===== src/core/dcfr_pkg.sv =====
// constants and register map of the diagnostic, clip and fault report registers
// Functional notes
// - Phase low byte, bits 7:0, is read-only and zero after reset.
// - Stimulus result high byte, bits 15:8, is read-only and zero after reset.
// - Stimulus result low byte, bits 7:0, is read-only and zero after reset.
// - Writing one to misc bit 7 clears latched faults; zero there is normal running.
// - Misc bit 5 at zero passes current-limit warnings to the warning pin; one hides them.
// - A current-limit warning rises when limiting fills over 45 percent of a 200 ms window.
// - More than four warning windows in a row raise a current-limit fault; outputs go high-Z.
// - Misc bit 3 at zero latches over-temperature faults; at one protection self-recovers.
// - Clip bit 4 clear routes all clip flags to warn; set routes ch1-2 to warn, ch3-4 to fault.
// - Clip detection runs only while clip bit 0 is one, and that bit is one after reset.
// - Clip status bits 3 to 0 read one while channels 4 to 1 are clipping.
// - Phase high byte, bits 15:8, is read-only and pairs with the phase low byte.
// - Read-only per-channel current-limit warning bits read one while a warning stands.
// - A separate enable makes clip reporting on the pins latched or live.
package dcfr_pkg;
	localparam logic [7:0] ADDR_PHASE_HI = 8'h1B;
	localparam logic [7:0] ADDR_PHASE_LO = 8'h1C;
	localparam logic [7:0] ADDR_STIM_HI = 8'h1D;
	localparam logic [7:0] ADDR_STIM_LO = 8'h1E;
	localparam logic [7:0] ADDR_MISC = 8'h21;
	localparam logic [7:0] ADDR_CLIP_CTL = 8'h22;
	localparam logic [7:0] ADDR_CLIP_STAT = 8'h24;
	localparam logic [7:0] ADDR_ILIM_STAT = 8'h25;
	localparam int MISC_CLEAR_BIT = 7;
	localparam int MISC_ILIM_MASK_BIT = 5;
	localparam int MISC_THERM_AUTO_BIT = 3;
	localparam int CLIP_ROUTE_BIT = 4;
	localparam int CLIP_LEVEL_LSB = 1;
	localparam int CLIP_EN_BIT = 0;
	localparam logic [7:0] MISC_RESET = 8'h00;
	localparam logic [7:0] MISC_WMASK = 8'h28;
	localparam logic [7:0] CLIP_CTL_RESET = 8'h01;
	localparam logic [7:0] CLIP_CTL_WMASK = 8'h17;
	localparam logic [7:0] DIAG_RESET = 8'h00;
	localparam int unsigned WINDOW_MS = 200;
	localparam int unsigned CLK_KHZ = 100000;
	localparam int unsigned WINDOW_CYCLES = WINDOW_MS * CLK_KHZ;
	localparam int unsigned WARN_PERCENT = 45;
	localparam int unsigned FAULT_WINDOWS = 4;
endpackage


===== src/core/dcfr_ilim_mon.sv =====
// per-channel current-limit density monitor
`timescale 1ns/1ps
`default_nettype none
module dcfr_ilim_mon #(
	parameter int unsigned WINDOW = dcfr_pkg::WINDOW_CYCLES,
	parameter int unsigned CNT_W = 25,
	parameter int unsigned PERCENT = dcfr_pkg::WARN_PERCENT,
	parameter int unsigned RUNS = dcfr_pkg::FAULT_WINDOWS
) (
	input wire logic mclk,
	input wire logic nrst,
	input wire logic windowEnd,
	input wire logic limitEvent,
	input wire logic clearFault,
	output logic warn,
	output logic fault
);
	localparam longint LIMIT = (longint'(WINDOW) * PERCENT) / 100;
	localparam logic [CNT_W:0] LIMIT_V = (CNT_W + 1)'(LIMIT);
	if (WINDOW < 2 || (longint'(1) << CNT_W) <= longint'(WINDOW) || RUNS > 6 || PERCENT > 100) begin
		$error("dcfr_ilim_mon: parameters out of range");
	end
	logic [CNT_W-1:0] hits;
	logic [2:0] runLen;
	logic [CNT_W:0] hitsNow;
	logic over;
	logic setFault;
	assign hitsNow = {1'b0, hits} + {{CNT_W{1'b0}}, limitEvent};
	assign over = windowEnd && (hitsNow > LIMIT_V);
	assign setFault = over && (runLen == 3'(RUNS));
	always_ff @(posedge mclk or negedge nrst) begin
		if (!nrst) begin
			hits <= '0;
		end else if (windowEnd) begin
			hits <= '0;
		end else if (limitEvent) begin
			hits <= hitsNow[CNT_W-1:0];
		end
	end
	// warning follows the density of the last whole window
	always_ff @(posedge mclk or negedge nrst) begin
		if (!nrst) begin
			warn <= 1'b0;
			runLen <= 3'h0;
		end else if (windowEnd) begin
			warn <= over;
			runLen <= over ? ((runLen == 3'(RUNS)) ? runLen : runLen + 3'h1) : 3'h0;
		end
	end
	// set beats clear, so a fault on the clearing cycle survives
	always_ff @(posedge mclk or negedge nrst) begin
		if (!nrst) begin
			fault <= 1'b0;
		end else if (setFault) begin
			fault <= 1'b1;
		end else if (clearFault) begin
			fault <= 1'b0;
		end
	end
	fault_needs_runs_a: assert property (@(posedge mclk) disable iff (!nrst)
		$rose(fault) |-> $past(windowEnd) && $past(runLen) == 3'(RUNS))
		else $error("fault rose without enough warning windows");
	fault_clear_a: assert property (@(posedge mclk) disable iff (!nrst)
		clearFault && !setFault |=> !fault)
		else $error("fault not cleared");
	warn_window_a: assert property (@(posedge mclk) disable iff (!nrst)
		!windowEnd |=> warn == $past(warn))
		else $error("warning changed inside a window");
endmodule
`default_nettype wire


===== src/core/dcfr_regs.sv =====
// diagnostic report, clip control and fault control register bank
`timescale 1ns/1ps
`default_nettype none
module dcfr_regs #(
	parameter int unsigned WINDOW_CYCLES = dcfr_pkg::WINDOW_CYCLES,
	parameter int unsigned CHANNELS = 4
) (
	input wire logic mclk,
	input wire logic nrst,
	input wire logic [7:0] regAddr,
	input wire logic [7:0] regWrData,
	input wire logic regWrEn,
	input wire logic regRdEn,
	output logic [7:0] regRdData,
	input wire logic diagValid,
	input wire logic [15:0] phaseIn,
	input wire logic [15:0] stimIn,
	input wire logic [3:0] clipRaw,
	input wire logic [3:0] limitEvent,
	input wire logic overTemp,
	input wire logic clipPinLatchEn,
	output logic warnPin,
	output logic faultPin,
	output logic outputsHiZ,
	output logic thermalShutdown,
	output logic clippingDetectorOn,
	output logic [1:0] clipThreshold
);
	localparam int unsigned CNT_W = $clog2(WINDOW_CYCLES + 1);
	if (CHANNELS != 4 || WINDOW_CYCLES < 2) begin
		$error("dcfr_regs: only four channels and a window of two or more cycles");
	end
	logic [7:0] phaseHi, phaseLo, stimulusResultUpper, stimulusResultLower;
	logic [7:0] miscCtl, clipCtl;
	logic [3:0] clipStatus, clipSticky, limitWarn, limitFault;
	logic faultClear;
	logic [CNT_W-1:0] windowCnt;
	logic windowEnd;
	logic [3:0] clipLive, clipPinSrc;
	logic [7:0] next_rdData;
	logic next_warn, next_fault, thermalSet;
	logic wrMisc, wrClip;
	assign wrMisc = regWrEn && regAddr == dcfr_pkg::ADDR_MISC;
	assign wrClip = regWrEn && regAddr == dcfr_pkg::ADDR_CLIP_CTL;
	// diagnostic results, written only by the measurement engine
	always_ff @(posedge mclk or negedge nrst) begin
		if (!nrst) begin
			phaseHi <= dcfr_pkg::DIAG_RESET;
			phaseLo <= dcfr_pkg::DIAG_RESET;
			stimulusResultUpper <= dcfr_pkg::DIAG_RESET;
			stimulusResultLower <= dcfr_pkg::DIAG_RESET;
		end else if (diagValid) begin
			phaseHi <= phaseIn[15:8];
			phaseLo <= phaseIn[7:0];
			stimulusResultUpper <= stimIn[15:8];
			stimulusResultLower <= stimIn[7:0];
		end
	end
	// writable bits only; the clear bit is a pulse and never stored
	always_ff @(posedge mclk or negedge nrst) begin
		if (!nrst) begin
			miscCtl <= dcfr_pkg::MISC_RESET;
			clipCtl <= dcfr_pkg::CLIP_CTL_RESET;
		end else begin
			if (wrMisc) begin
				miscCtl <= regWrData & dcfr_pkg::MISC_WMASK;
			end
			if (wrClip) begin
				clipCtl <= regWrData & dcfr_pkg::CLIP_CTL_WMASK;
			end
		end
	end
	always_ff @(posedge mclk or negedge nrst) begin
		if (!nrst) begin
			faultClear <= 1'b0;
		end else begin
			faultClear <= wrMisc && regWrData[dcfr_pkg::MISC_CLEAR_BIT];
		end
	end
	// one shared observation window for all channels
	always_ff @(posedge mclk or negedge nrst) begin
		if (!nrst) begin
			windowCnt <= '0;
		end else if (windowEnd) begin
			windowCnt <= '0;
		end else begin
			windowCnt <= windowCnt + CNT_W'(1);
		end
	end
	assign windowEnd = windowCnt == CNT_W'(WINDOW_CYCLES - 1);
	for (genvar ch = 0; ch < 4; ch++) begin : g_mon
		dcfr_ilim_mon #(
			.WINDOW(WINDOW_CYCLES),
			.CNT_W(CNT_W)
		) u_mon (
			.mclk(mclk),
			.nrst(nrst),
			.windowEnd(windowEnd),
			.limitEvent(limitEvent[ch]),
			.clearFault(faultClear),
			.warn(limitWarn[ch]),
			.fault(limitFault[ch])
		);
	end
	assign clipLive = clipRaw & {4{clipCtl[dcfr_pkg::CLIP_EN_BIT]}};
	always_ff @(posedge mclk or negedge nrst) begin
		if (!nrst) begin
			clipStatus <= 4'h0;
			clipSticky <= 4'h0;
		end else begin
			clipStatus <= clipLive;
			// new clipping wins over a clear in the same cycle
			clipSticky <= clipLive | (faultClear ? 4'h0 : clipSticky);
		end
	end
	assign clipPinSrc = clipPinLatchEn ? (clipSticky | clipLive) : clipLive;
	// in self-recover mode shutdown just tracks the sensor
	assign thermalSet = overTemp;
	always_ff @(posedge mclk or negedge nrst) begin
		if (!nrst) begin
			thermalShutdown <= 1'b0;
		end else if (miscCtl[dcfr_pkg::MISC_THERM_AUTO_BIT]) begin
			thermalShutdown <= overTemp;
		end else if (thermalSet) begin
			thermalShutdown <= 1'b1;
		end else if (faultClear) begin
			thermalShutdown <= 1'b0;
		end
	end
	always_comb begin
		next_warn = !miscCtl[dcfr_pkg::MISC_ILIM_MASK_BIT] && (|limitWarn);
		next_fault = (|limitFault) || thermalShutdown;
		if (clipCtl[dcfr_pkg::CLIP_ROUTE_BIT]) begin
			next_warn = next_warn || (|clipPinSrc[1:0]);
			next_fault = next_fault || (|clipPinSrc[3:2]);
		end else begin
			next_warn = next_warn || (|clipPinSrc);
		end
	end
	always_ff @(posedge mclk or negedge nrst) begin
		if (!nrst) begin
			warnPin <= 1'b0;
			faultPin <= 1'b0;
			outputsHiZ <= 1'b0;
			clippingDetectorOn <= 1'b1;
			clipThreshold <= 2'h0;
		end else begin
			warnPin <= next_warn;
			faultPin <= next_fault;
			outputsHiZ <= (|limitFault) || thermalShutdown;
			clippingDetectorOn <= clipCtl[dcfr_pkg::CLIP_EN_BIT];
			// 00 2%, 01 5%, 10 10%, 11 1% THD; comparators decode it
			clipThreshold <= clipCtl[dcfr_pkg::CLIP_LEVEL_LSB +: 2];
		end
	end
	// read mux is pure: no register changes on a read
	always_comb begin
		next_rdData = 8'h00;
		case (regAddr)
			dcfr_pkg::ADDR_PHASE_HI: next_rdData = phaseHi;
			dcfr_pkg::ADDR_PHASE_LO: next_rdData = phaseLo;
			dcfr_pkg::ADDR_STIM_HI: next_rdData = stimulusResultUpper;
			dcfr_pkg::ADDR_STIM_LO: next_rdData = stimulusResultLower;
			dcfr_pkg::ADDR_MISC: next_rdData = miscCtl;
			dcfr_pkg::ADDR_CLIP_CTL: next_rdData = clipCtl;
			dcfr_pkg::ADDR_CLIP_STAT: next_rdData = {4'h0, clipStatus};
			dcfr_pkg::ADDR_ILIM_STAT: next_rdData = {limitFault, limitWarn};
			default: next_rdData = 8'h00;
		endcase
	end
	always_ff @(posedge mclk or negedge nrst) begin
		if (!nrst) begin
			regRdData <= 8'h00;
		end else if (regRdEn) begin
			regRdData <= next_rdData;
		end
	end
	clear_pulse_a: assert property (@(posedge mclk) disable iff (!nrst)
		wrMisc && regWrData[dcfr_pkg::MISC_CLEAR_BIT] |=> faultClear ##1 !faultClear || $past(wrMisc, 1))
		else $error("clear pulse missing");
	misc_reserved_a: assert property (@(posedge mclk) disable iff (!nrst)
		regRdEn && regAddr == dcfr_pkg::ADDR_MISC |=> regRdData[7:6] == 2'h0 && regRdData[4] == 1'b0
		&& regRdData[2:0] == 3'h0)
		else $error("misc reserved or clear bit read nonzero");
	clip_ctl_rb_a: assert property (@(posedge mclk) disable iff (!nrst)
		wrClip ##1 !wrClip ##1 (regRdEn && regAddr == dcfr_pkg::ADDR_CLIP_CTL && !regWrEn)
		|=> regRdData == ($past(regWrData, 3) & dcfr_pkg::CLIP_CTL_WMASK))
		else $error("clip control readback wrong");
	clip_status_a: assert property (@(posedge mclk) disable iff (!nrst)
		!clipCtl[dcfr_pkg::CLIP_EN_BIT] && !$past(clipCtl[dcfr_pkg::CLIP_EN_BIT]) |-> clipStatus == 4'h0)
		else $error("clip flagged while detector off");
	diag_load_a: assert property (@(posedge mclk) disable iff (!nrst)
		diagValid |=> stimulusResultUpper == $past(stimIn[15:8]) && phaseHi == $past(phaseIn[15:8]))
		else $error("diagnostic result not captured");
	therm_latch_a: assert property (@(posedge mclk) disable iff (!nrst)
		thermalShutdown && !miscCtl[dcfr_pkg::MISC_THERM_AUTO_BIT] && !faultClear |=> thermalShutdown)
		else $error("thermal fault not latched");
	hiz_fault_a: assert property (@(posedge mclk) disable iff (!nrst)
		$rose(|limitFault) |=> outputsHiZ)
		else $error("outputs not high impedance on current-limit fault");
	mask_warn_a: assert property (@(posedge mclk) disable iff (!nrst)
		miscCtl[dcfr_pkg::MISC_ILIM_MASK_BIT] && clipPinSrc == 4'h0 |=> !warnPin)
		else $error("masked current-limit warning reached the pin");
	route_split_a: assert property (@(posedge mclk) disable iff (!nrst)
		clipCtl[dcfr_pkg::CLIP_ROUTE_BIT] && clipPinSrc[3:2] != 2'h0 |=> faultPin)
		else $error("channels 3-4 clip not on fault pin");
	// exported copies trail the register by one cycle
	thr_follow_a: assert property (@(posedge mclk) disable iff (!nrst)
		wrClip |=> ##1 clipThreshold == $past(regWrData[dcfr_pkg::CLIP_LEVEL_LSB +: 2], 2))
		else $error("clip threshold does not follow the write");
	det_follow_a: assert property (@(posedge mclk) disable iff (!nrst)
		wrClip |=> ##1 clippingDetectorOn == $past(regWrData[dcfr_pkg::CLIP_EN_BIT], 2))
		else $error("detector enable does not follow the write");
	clip_live_a: assert property (@(posedge mclk) disable iff (!nrst)
		clipCtl[dcfr_pkg::CLIP_EN_BIT] |=> clipStatus == $past(clipRaw))
		else $error("clip status does not show the comparators");
	stat_reserved_a: assert property (@(posedge mclk) disable iff (!nrst)
		regRdEn && regAddr == dcfr_pkg::ADDR_CLIP_STAT |=> regRdData[7:4] == 4'h0)
		else $error("clip status reserved bits read nonzero");
	therm_auto_a: assert property (@(posedge mclk) disable iff (!nrst)
		miscCtl[dcfr_pkg::MISC_THERM_AUTO_BIT] |=> thermalShutdown == $past(overTemp))
		else $error("self-recover shutdown does not track the sensor");
	warn_unmask_a: assert property (@(posedge mclk) disable iff (!nrst)
		!miscCtl[dcfr_pkg::MISC_ILIM_MASK_BIT] && (|limitWarn) |=> warnPin)
		else $error("unmasked current-limit warning missing on the pin");
endmodule
`default_nettype wire


===== config.mk =====
export PLATFORM = sky130hd
export DESIGN_NAME = dcfr_regs
export DESIGN_NICKNAME = d
export VERILOG_FILES = /design/src/core/dcfr_pkg.sv /design/src/core/dcfr_ilim_mon.sv /design/src/core/dcfr_regs.sv
export SDC_FILE = /design/constraint.sdc
export NUM_CORES = 1
export LEC_CHECK = 0
export ABC_CLOCK_PERIOD_IN_PS = 3700
export BUFFER_PORTS_ARGS = -buffer_cell sky130_fd_sc_hd__buf_4
export CAP_MARGIN = 30
export CORE_ASPECT_RATIO = 1.1
export CORE_MARGIN = 1.5
export CORE_UTILIZATION = 27
export CTS_BUF_LIST = sky130_fd_sc_hd__clkbuf_4
export CTS_CLUSTER_DIAMETER = 80
export DETAILED_ROUTE_END_ITERATION = 10
export PLACE_DENSITY = 0.48
export SLEW_MARGIN = 5
export SYNTH_ARGS = -nofsm -noshare
export SYNTH_HDL_FRONTEND = slang
export SYNTH_SLANG_ARGS = --single-unit

===== constraint.sdc =====
create_clock -name mclk -period 3.7 [get_ports mclk]
set_input_delay 0.185 -clock mclk [delete_from_list [all_inputs] [get_ports mclk]]
set_output_delay 0.185 -clock mclk [all_outputs]
set_load 0.05 [all_outputs]

==> results of run 1 <==
[per-layer routing]
| metal | global-route usage, % | up-vias |
|---|---|---|
| met1 | 17.1 | 4907 |
| met5 | 0 | - |
| met2 | 22.1 | 211 |
| met3 | 2.58 | 54 |
| met4 | 5.03 | 0 |
| li1 | - | 5084 |
[through the flow]
| stage | total power, mW | utilization [%] | setup WS [ps] | hold WS [ps] |
|---|---|---|---|---|
| floorplan | 3.33 | - | 769 | -111 |
| global placement | 3.53 | 29.9 | 367 | 289 |
| detailed placement | 3.55 | 29.9 | 294 | 289 |
| CTS | 6.06 | 33.9 | 264 | 19.4 |
| global route | 6.32 | 33.9 | 103 | 118 |
| finish | 5.92 | 33.9 | 417 | 135 |
[layout make-up]
class | count | area [um2]
sequential | 207 | 5180
timing repair buffer | 191 | 1710
antenna | 1 | 2.50
fill | 4617 | 29500
inverter | 31 | 116
multi-input combinational | 1001 | 6550
clock inverter | 17 | 125
tap | 581 | 727
clock buffer | 93 | 698
[worst max-delay path: stages, from the launching register on]
cell and delay, ps:
dfrtp_1 350, ha_1 290, ha_1 310, nand3_1 210
nor2_2 320, nand3_1 140, mux2i_1 300, o211ai_1 150
a221o_1 390, o211ai_2 290, o21ai_1 120, mux2_2 290
[flip-flops by register name, summed over array words and instances, names as in the netlist, 2 cells and up]
signal               cells
g_mon.u_mon.warn         4
stimulusResultUpper      8
phaseLo                  8
clipSticky               4
phaseHi                  8
g_mon.u_mon.runLen      12
g_mon.u_mon.hits       100
stimulusResultLower      8
clipThreshold            2
miscCtl                  2
g_mon.u_mon.fault        4
regRdData                8
windowCnt               25
clipStatus               4
clipCtl                  4
[power groups by stage]
stage	clock [mW]	sequential, mW	combinational [mW]
4_1_cts	2.44	2.74	0.883
2_1_floorplan	0	2.63	0.698
3_5_place_dp	0	2.78	0.774
5_1_grt	2.55	2.78	0.987
3_3_place_gp	0	2.77	0.763
6_report	2.31	2.74	0.874
[synth_stat cells (5+ instances only)]
cell	count
o211ai_1	7
o21ai_0	40
and3_1	29
nand2_1	113
clkbuf_1	49
xor2_1	85
nand4_1	51
buf_1	6
o21a_1	5
o2111ai_1	6
inv_1	30
nor3_1	28
a31oi_1	7
nor4_1	27
a21o_1	10
buf_2	17
and4_1	10
a221oi_1	5
a21oi_1	34
nor2b_1	6
buf_4	5
nand3_1	80
o31ai_1	5
nand2b_1	7
nor2_1	162
nor4b_1	5
or3_1	18
dfrtp_1	205
mux2i_1	25
ha_1	21
xnor2_1	59
mux2_2	44
and2_1	18
[how the worst max path moves through the flow]
| stage | endpoint | slack, ps | cells after the start |
|---|---|---|---|
| after floorplan | g_mon[3].u_mon.runLen[0] | 770 | 11 |
| after global placement | g_mon[3].u_mon.runLen[0] | 370 | 11 |
| after detailed placement | g_mon[3].u_mon.runLen[0] | 290 | 11 |
| after CTS | g_mon[3].u_mon.runLen[0] | 260 | 11 |
| after global routing | g_mon[3].u_mon.runLen[0] | 100 | 11 |
| final | g_mon[3].u_mon.runLen[0] | 420 | 11 |
[cells by family after synthesis]
| kind of cell | count (synthesis) | synth area share [%] |
|---|---|---|
| fa+ha+maj | 21 | 2.15 |
| simple gates | 589 | 24.8 |
| mux | 69 | 6.11 |
| xor+xnor | 144 | 10.3 |
| flops | 207 | 42.4 |
| compound gates | 178 | 10.2 |
| buf+inv | 112 | 4.00 |
[timing repair]
action	in CTS	in global routing
hold buffers	96	0
gates resized for setup	0	1
endpoints found under the setup margin	0	2
hold endpoints to repair	226	0
==> flow_metrics.env, run 1 <==
export IMPL_finish_net_count=1575
export IMPL_grt_start_max_net_pins=101
export IMPL_max_clock_path_buffers=3
export IMPL_post_drt_via_cell_ratio=4.83
export IMPL_timing_hold_worst_start="regAddr[5]"
export IMPL_synth_enable_flop_cells=0
export IMPL_cell_chosen_for_the_clock_root="clkbuf_4"
export IMPL_clock_insertion_delay_worst_skew_ps=770
export IMPL_synthesized_netlist_cell_count=1320
export IMPL_first_global_vias=10300
export IMPL_grt_pass1_wl_mm=51.3
export IMPL_p_leak_nw=6.41
export IMPL_fin_cells=2122
export IMPL_worst_endpoint_arrival_ps=3920
export IMPL_die_w_um=206
export IMPL_power_share_clock_pct=39.0
export IMPL_drt_first_iter_violations=638
export IMPL_vias=10300
export IMPL_swShare_pct=29.6
export IMPL_power_report_internal_total_mw=4.17
export IMPL_detailed_place_hpwl_mm=20.2
export IMPL_mostFrequentLayoutCells="dfrtp_1, nor2_1, nand2_1"
export IMPL_worst_hold_path_num_cells=6
export IMPL_setup_skew_ps=65.6
export IMPL_yosysWarningCount=0
export IMPL_core_area_um2=44600
export IMPL_cts_clk_slew_worst_paths_ps=70
export IMPL_met1_length_mm=14.4
export IMPL_critical_path_required_ps=4340
export IMPL_syn_avg_cell_area_um2=9.25
export IMPL_die_y_um=226
export IMPL_crit_path_end_kind="flip-flop"
export IMPL_yosysTopAreaCellShare_pct=42.0
export IMPL_critical_path_reg2reg_startpoint="g_mon[3].u_mon.hits[0]"
export IMPL_ant_nets=0
export IMPL_switchingPower_mw=1.75
export IMPL_rows=81
export IMPL_slew_viol_final=0
export IMPL_finalSetupViolCount=0
export IMPL_ffs_w_async_s_r_synth_pct=100
export IMPL_seqPwrFrac_pct=46.2
export IMPL_fmax_ghz=0.305
export IMPL_drive_above_1_share_pct=17.2
export IMPL_pwr_density_cell_nw_per_um2=392
export IMPL_grt_total_usage_pct=13.4
export IMPL_inserted_clock_buffers=59
export IMPL_floorplan_die_area_um2=46500
export IMPL_cts_htree_levels=2
export IMPL_syn_nets=1404
export IMPL_gr_ovfl_total=0
export IMPL_clkSinkCount=207
export IMPL_synth_cell_area_um2=12200
export IMPL_pin_count=78
export IMPL_drt_first_pass_iters=5
export IMPL_detailed_place_area_um2=13300
export IMPL_hold_path_class="in2reg"
export IMPL_cap_violations=0
export IMPL_antenna_found_initial=1
export IMPL_starting_density_pct=27.4
export IMPL_layout_cells_most_common="dfrtp_1"
export IMPL_area_growth_pct=23.7
export IMPL_ys_types=88
export IMPL_tritoncts_clock_tree="yes"
export IMPL_critical_path_max_fanout=8
export IMPL_dp_cells=1915
export IMPL_synth_top_area_cell="dfrtp_1"
export IMPL_drc=0
export IMPL_share_comb_of_total_power_pct=14.8
export IMPL_gpl_final_weighted_congestion=0.809
export IMPL_final_min_period_over_clock_period_pct=88.7
export IMPL_finalWorstPathRequiredPeriod_ps=3280
export IMPL_cells_on_worst_reg2reg_path=11
export IMPL_final_design_area_no_fill_um2=15100
export IMPL_route_top_layer_used="met4"
export IMPL_worst_slew_margin_rel_pct=44.7
export IMPL_hold_violations=0
export IMPL_synth_seq_area_share_pct=42.4
export IMPL_critical_path_startpoint_type="flip-flop"
export IMPL_wl_met2_mm=14.0
export IMPL_hold_path_endpoint="regRdData[5]"
export IMPL_buffer_ports_inserted=76
export IMPL_most_frequently_used_flop_master_after_synthesis="dfrtp_1"
export IMPL_netlist_top_cells_area="dfrtp_1, xor2_1, nor2_1, xnor2_1, mux2_2"
export IMPL_wl_mm=30.6
export IMPL_vdd_ir_drop_worst_mv=0.196
export IMPL_unrepaired_setup_endpoints_after_global_routing="no"
export IMPL_wire_per_inst_um=14.4
export IMPL_number_of_storage_elements_in_the_synthesis_netlist=207
export IMPL_worst_pin_slew_ps=818
export IMPL_outcome="completed"
export IMPL_postCtsSetupRepairBufs=0
export IMPL_reg_to_reg_end="g_mon[3].u_mon.runLen[0]"
export IMPL_setup_worst_path_class="reg2reg"
export IMPL_cp_startpoint="g_mon[3].u_mon.hits[0]"
export IMPL_tns_ps=0
export IMPL_dr_wl_met3_mm=1.49
export IMPL_regToRegSetupSlack_ps=420
No activity file was read; power rests on OpenSTA's default activity.
==> run 2, diff against run 1 <==
--- a/config.mk
+++ b/config.mk
@@ -14,7 +14,7 @@
 export CTS_BUF_LIST = sky130_fd_sc_hd__clkbuf_4
 export CTS_CLUSTER_DIAMETER = 80
 export DETAILED_ROUTE_END_ITERATION = 10
-export PLACE_DENSITY = 0.48
+export PLACE_DENSITY = 0.41
 export SLEW_MARGIN = 5
 export SYNTH_ARGS = -nofsm -noshare
 export SYNTH_HDL_FRONTEND = slang
==> run 2 against run 1 <==
  * Clock skew is 13 ps lower
  * Largest power group unchanged
  * Maximum frequency about the same
  * Register-to-register slack about the same
  * Highest routed layer is now met5
  * Design area down 0.19%
  * Clock power barely moved
  * Utilization decreased by 0.065 points
  * Hold slack got worse by 110 ps
  * Non-clock buffer count down 3
==> flow_metrics.env, run 2 (synthesis results as in run 1) <==
export IMPL_area_growth_pct=23.5
export IMPL_pin_count=78
export IMPL_buffer_ports_inserted=76
export IMPL_worst_slew_margin_rel_pct=41.9
export IMPL_core_area_um2=44600
export IMPL_rows=81
export IMPL_setup_skew_ps=52.2
export IMPL_detailed_place_hpwl_mm=21.4
export IMPL_final_design_area_no_fill_um2=15100
export IMPL_p_leak_nw=6.39
export IMPL_regToRegSetupSlack_ps=420
export IMPL_filler_cell_count=4654
export IMPL_critical_path_required_ps=4330
export IMPL_critical_path_slowest_cell="a221o_1"
export IMPL_timing_critical_path_cells="ha_1, ha_1, nand3_1, nor2_1, nand3_1, mux2i_1, o211ai_1, a221o_1, o211ai_2, o21ai_1, mux2_2"
export IMPL_final_min_period_over_clock_period_pct=88.7
export IMPL_clkSinkCount=207
export IMPL_vias=10300
export IMPL_hold_slack_ps=23.8
export IMPL_crit_path_end_kind="flip-flop"
export IMPL_ant_nets=0
export IMPL_cts_htree_levels=3
export IMPL_cap_violations=0
export IMPL_finish_net_count=1580
export IMPL_grt_start_max_net_pins=102
export IMPL_antenna_found_initial=2
export IMPL_cts_repair_resized=0
export IMPL_fmax_ghz=0.305
export IMPL_die_y_um=226
export IMPL_grt_pass1_wl_mm=53.4
export IMPL_slew_viol_final=0
export IMPL_wl_mm=32.1
export IMPL_max_clock_path_buffers=3
export IMPL_unrepaired_setup_endpoints_after_global_routing="no"
export IMPL_critical_path_max_fanout=6
export IMPL_critPathTopFamily="compound AO/OA/AOI/OAI gates"
export IMPL_max_ffs_per_register=100
export IMPL_worst_endpoint_arrival_ps=3910
export IMPL_gpl_final_weighted_congestion=0.806
export IMPL_tritoncts_clock_tree="yes"
export IMPL_setup_worst_path_class="reg2reg"
export IMPL_design_power_total_mw=5.96
export IMPL_worst_pin_slew_ps=860
export IMPL_die_w_um=206
export IMPL_inserted_clock_buffers=67
export IMPL_registers_top_by_ff_count="g_mon.u_mon.hits"
export IMPL_top_regs="g_mon.u_mon.hits (100), windowCnt (25), g_mon.u_mon.runLen (12)"
export IMPL_max_stage_delay_ps=380
export IMPL_hold_path_class="in2async"
export IMPL_drt_first_pass_iters=5
export IMPL_pwr_density_cell_nw_per_um2=395
export IMPL_floorplan_die_area_um2=46500
export IMPL_layout_setup_ws_ps=419
export IMPL_post_drt_via_cell_ratio=4.86
export IMPL_hold_violations=0
export IMPL_tns_ps=0
export IMPL_gr_ovfl_total=0
export IMPL_grt_total_usage_pct=14.2
export IMPL_drive_above_1_share_pct=16.8
export IMPL_place_ws_ps=436
export IMPL_cts_clk_slew_worst_paths_ps=60
export IMPL_starting_density_pct=27.4
export IMPL_finalSetupViolCount=0
export IMPL_mostFrequentLayoutCells="dfrtp_1, nor2_1, nand2_1"
export IMPL_finalWorstPathRequiredPeriod_ps=3280
export IMPL_final_core_util_pct=33.8
export IMPL_drc=0
export IMPL_vdd_ir_drop_worst_mv=0.135
export IMPL_detailed_place_area_um2=13300
export IMPL_outcome="completed"
export IMPL_dp_cells=1914
export IMPL_critical_path_startpoint_type="flip-flop"
export IMPL_fin_cells=2124
export IMPL_first_global_vias=10500
export IMPL_clock_insertion_delay_worst_skew_ps=740
export IMPL_cell_chosen_for_the_clock_root="clkbuf_4"
export IMPL_wire_per_inst_um=15.1
export IMPL_critPathBufInv=0
export IMPL_layout_cells_most_common="dfrtp_1"
export IMPL_drt_first_iter_violations=565
run 2: changes by cell type in the layout (fill, tap and decap cells not counted):
cell           change
clkbuf_4           -6
buf_4              -1
clkinv_1           +9
clkinvlp_4         +2
clkinv_2           -2
inv_2              +2
nor2_1             +1
dlygate4sd3_1      -2
nor2_2             -1
run 2: area by class of cell:
class	count	area, um2	share of cell area [%]
clock inverters	28	171	1.14
clock buffers	87	653	4.33
flip-flops and latches	207	5180	34.4
inverters	31	116	0.772
well taps	581	727	4.82
diodes	1	2.50	0.0166
repair buffers	188	1680	11.1
multi-input cells	1001	6550	43.4
run 2: metal layers:
metal	track usage [%]	share of wire, %
met5	0	0.016
met4	6.52	2.8
met3	3.12	4.9
met2	22.2	44
met1	18.7	48
run 2: what timing repair did:
| action | 4_1_cts | 5_1_grt |
|---|---|---|
| setup buffers | 0 | 0 |
| hold endpoints to repair | 208 | 0 |
| hold buffers | 94 | 0 |
run 2: worst paths after layout:
kind | to | startpoint | depth (start not counted)
worst max register to register | g_mon[3].u_mon.runLen[0] | g_mon[3].u_mon.hits[0] | 11
min in group mclk | regRdData[5] | regAddr[5] | 5
max in group asynchronous | stimulusResultLower[7] | nrst | 3
worst min register to register | clippingDetectorOn | clipCtl[0] | 0
worst min-delay path | g_mon[2].u_mon.hits[15] | nrst | 2
worst max-delay path | g_mon[3].u_mon.runLen[0] | g_mon[3].u_mon.hits[0] | 11
run 2: where the power goes:
group	switching (mW)	internal, mW
Sequential	0.282	2.46
Clock	1.10	1.24
Combinational	0.446	0.436
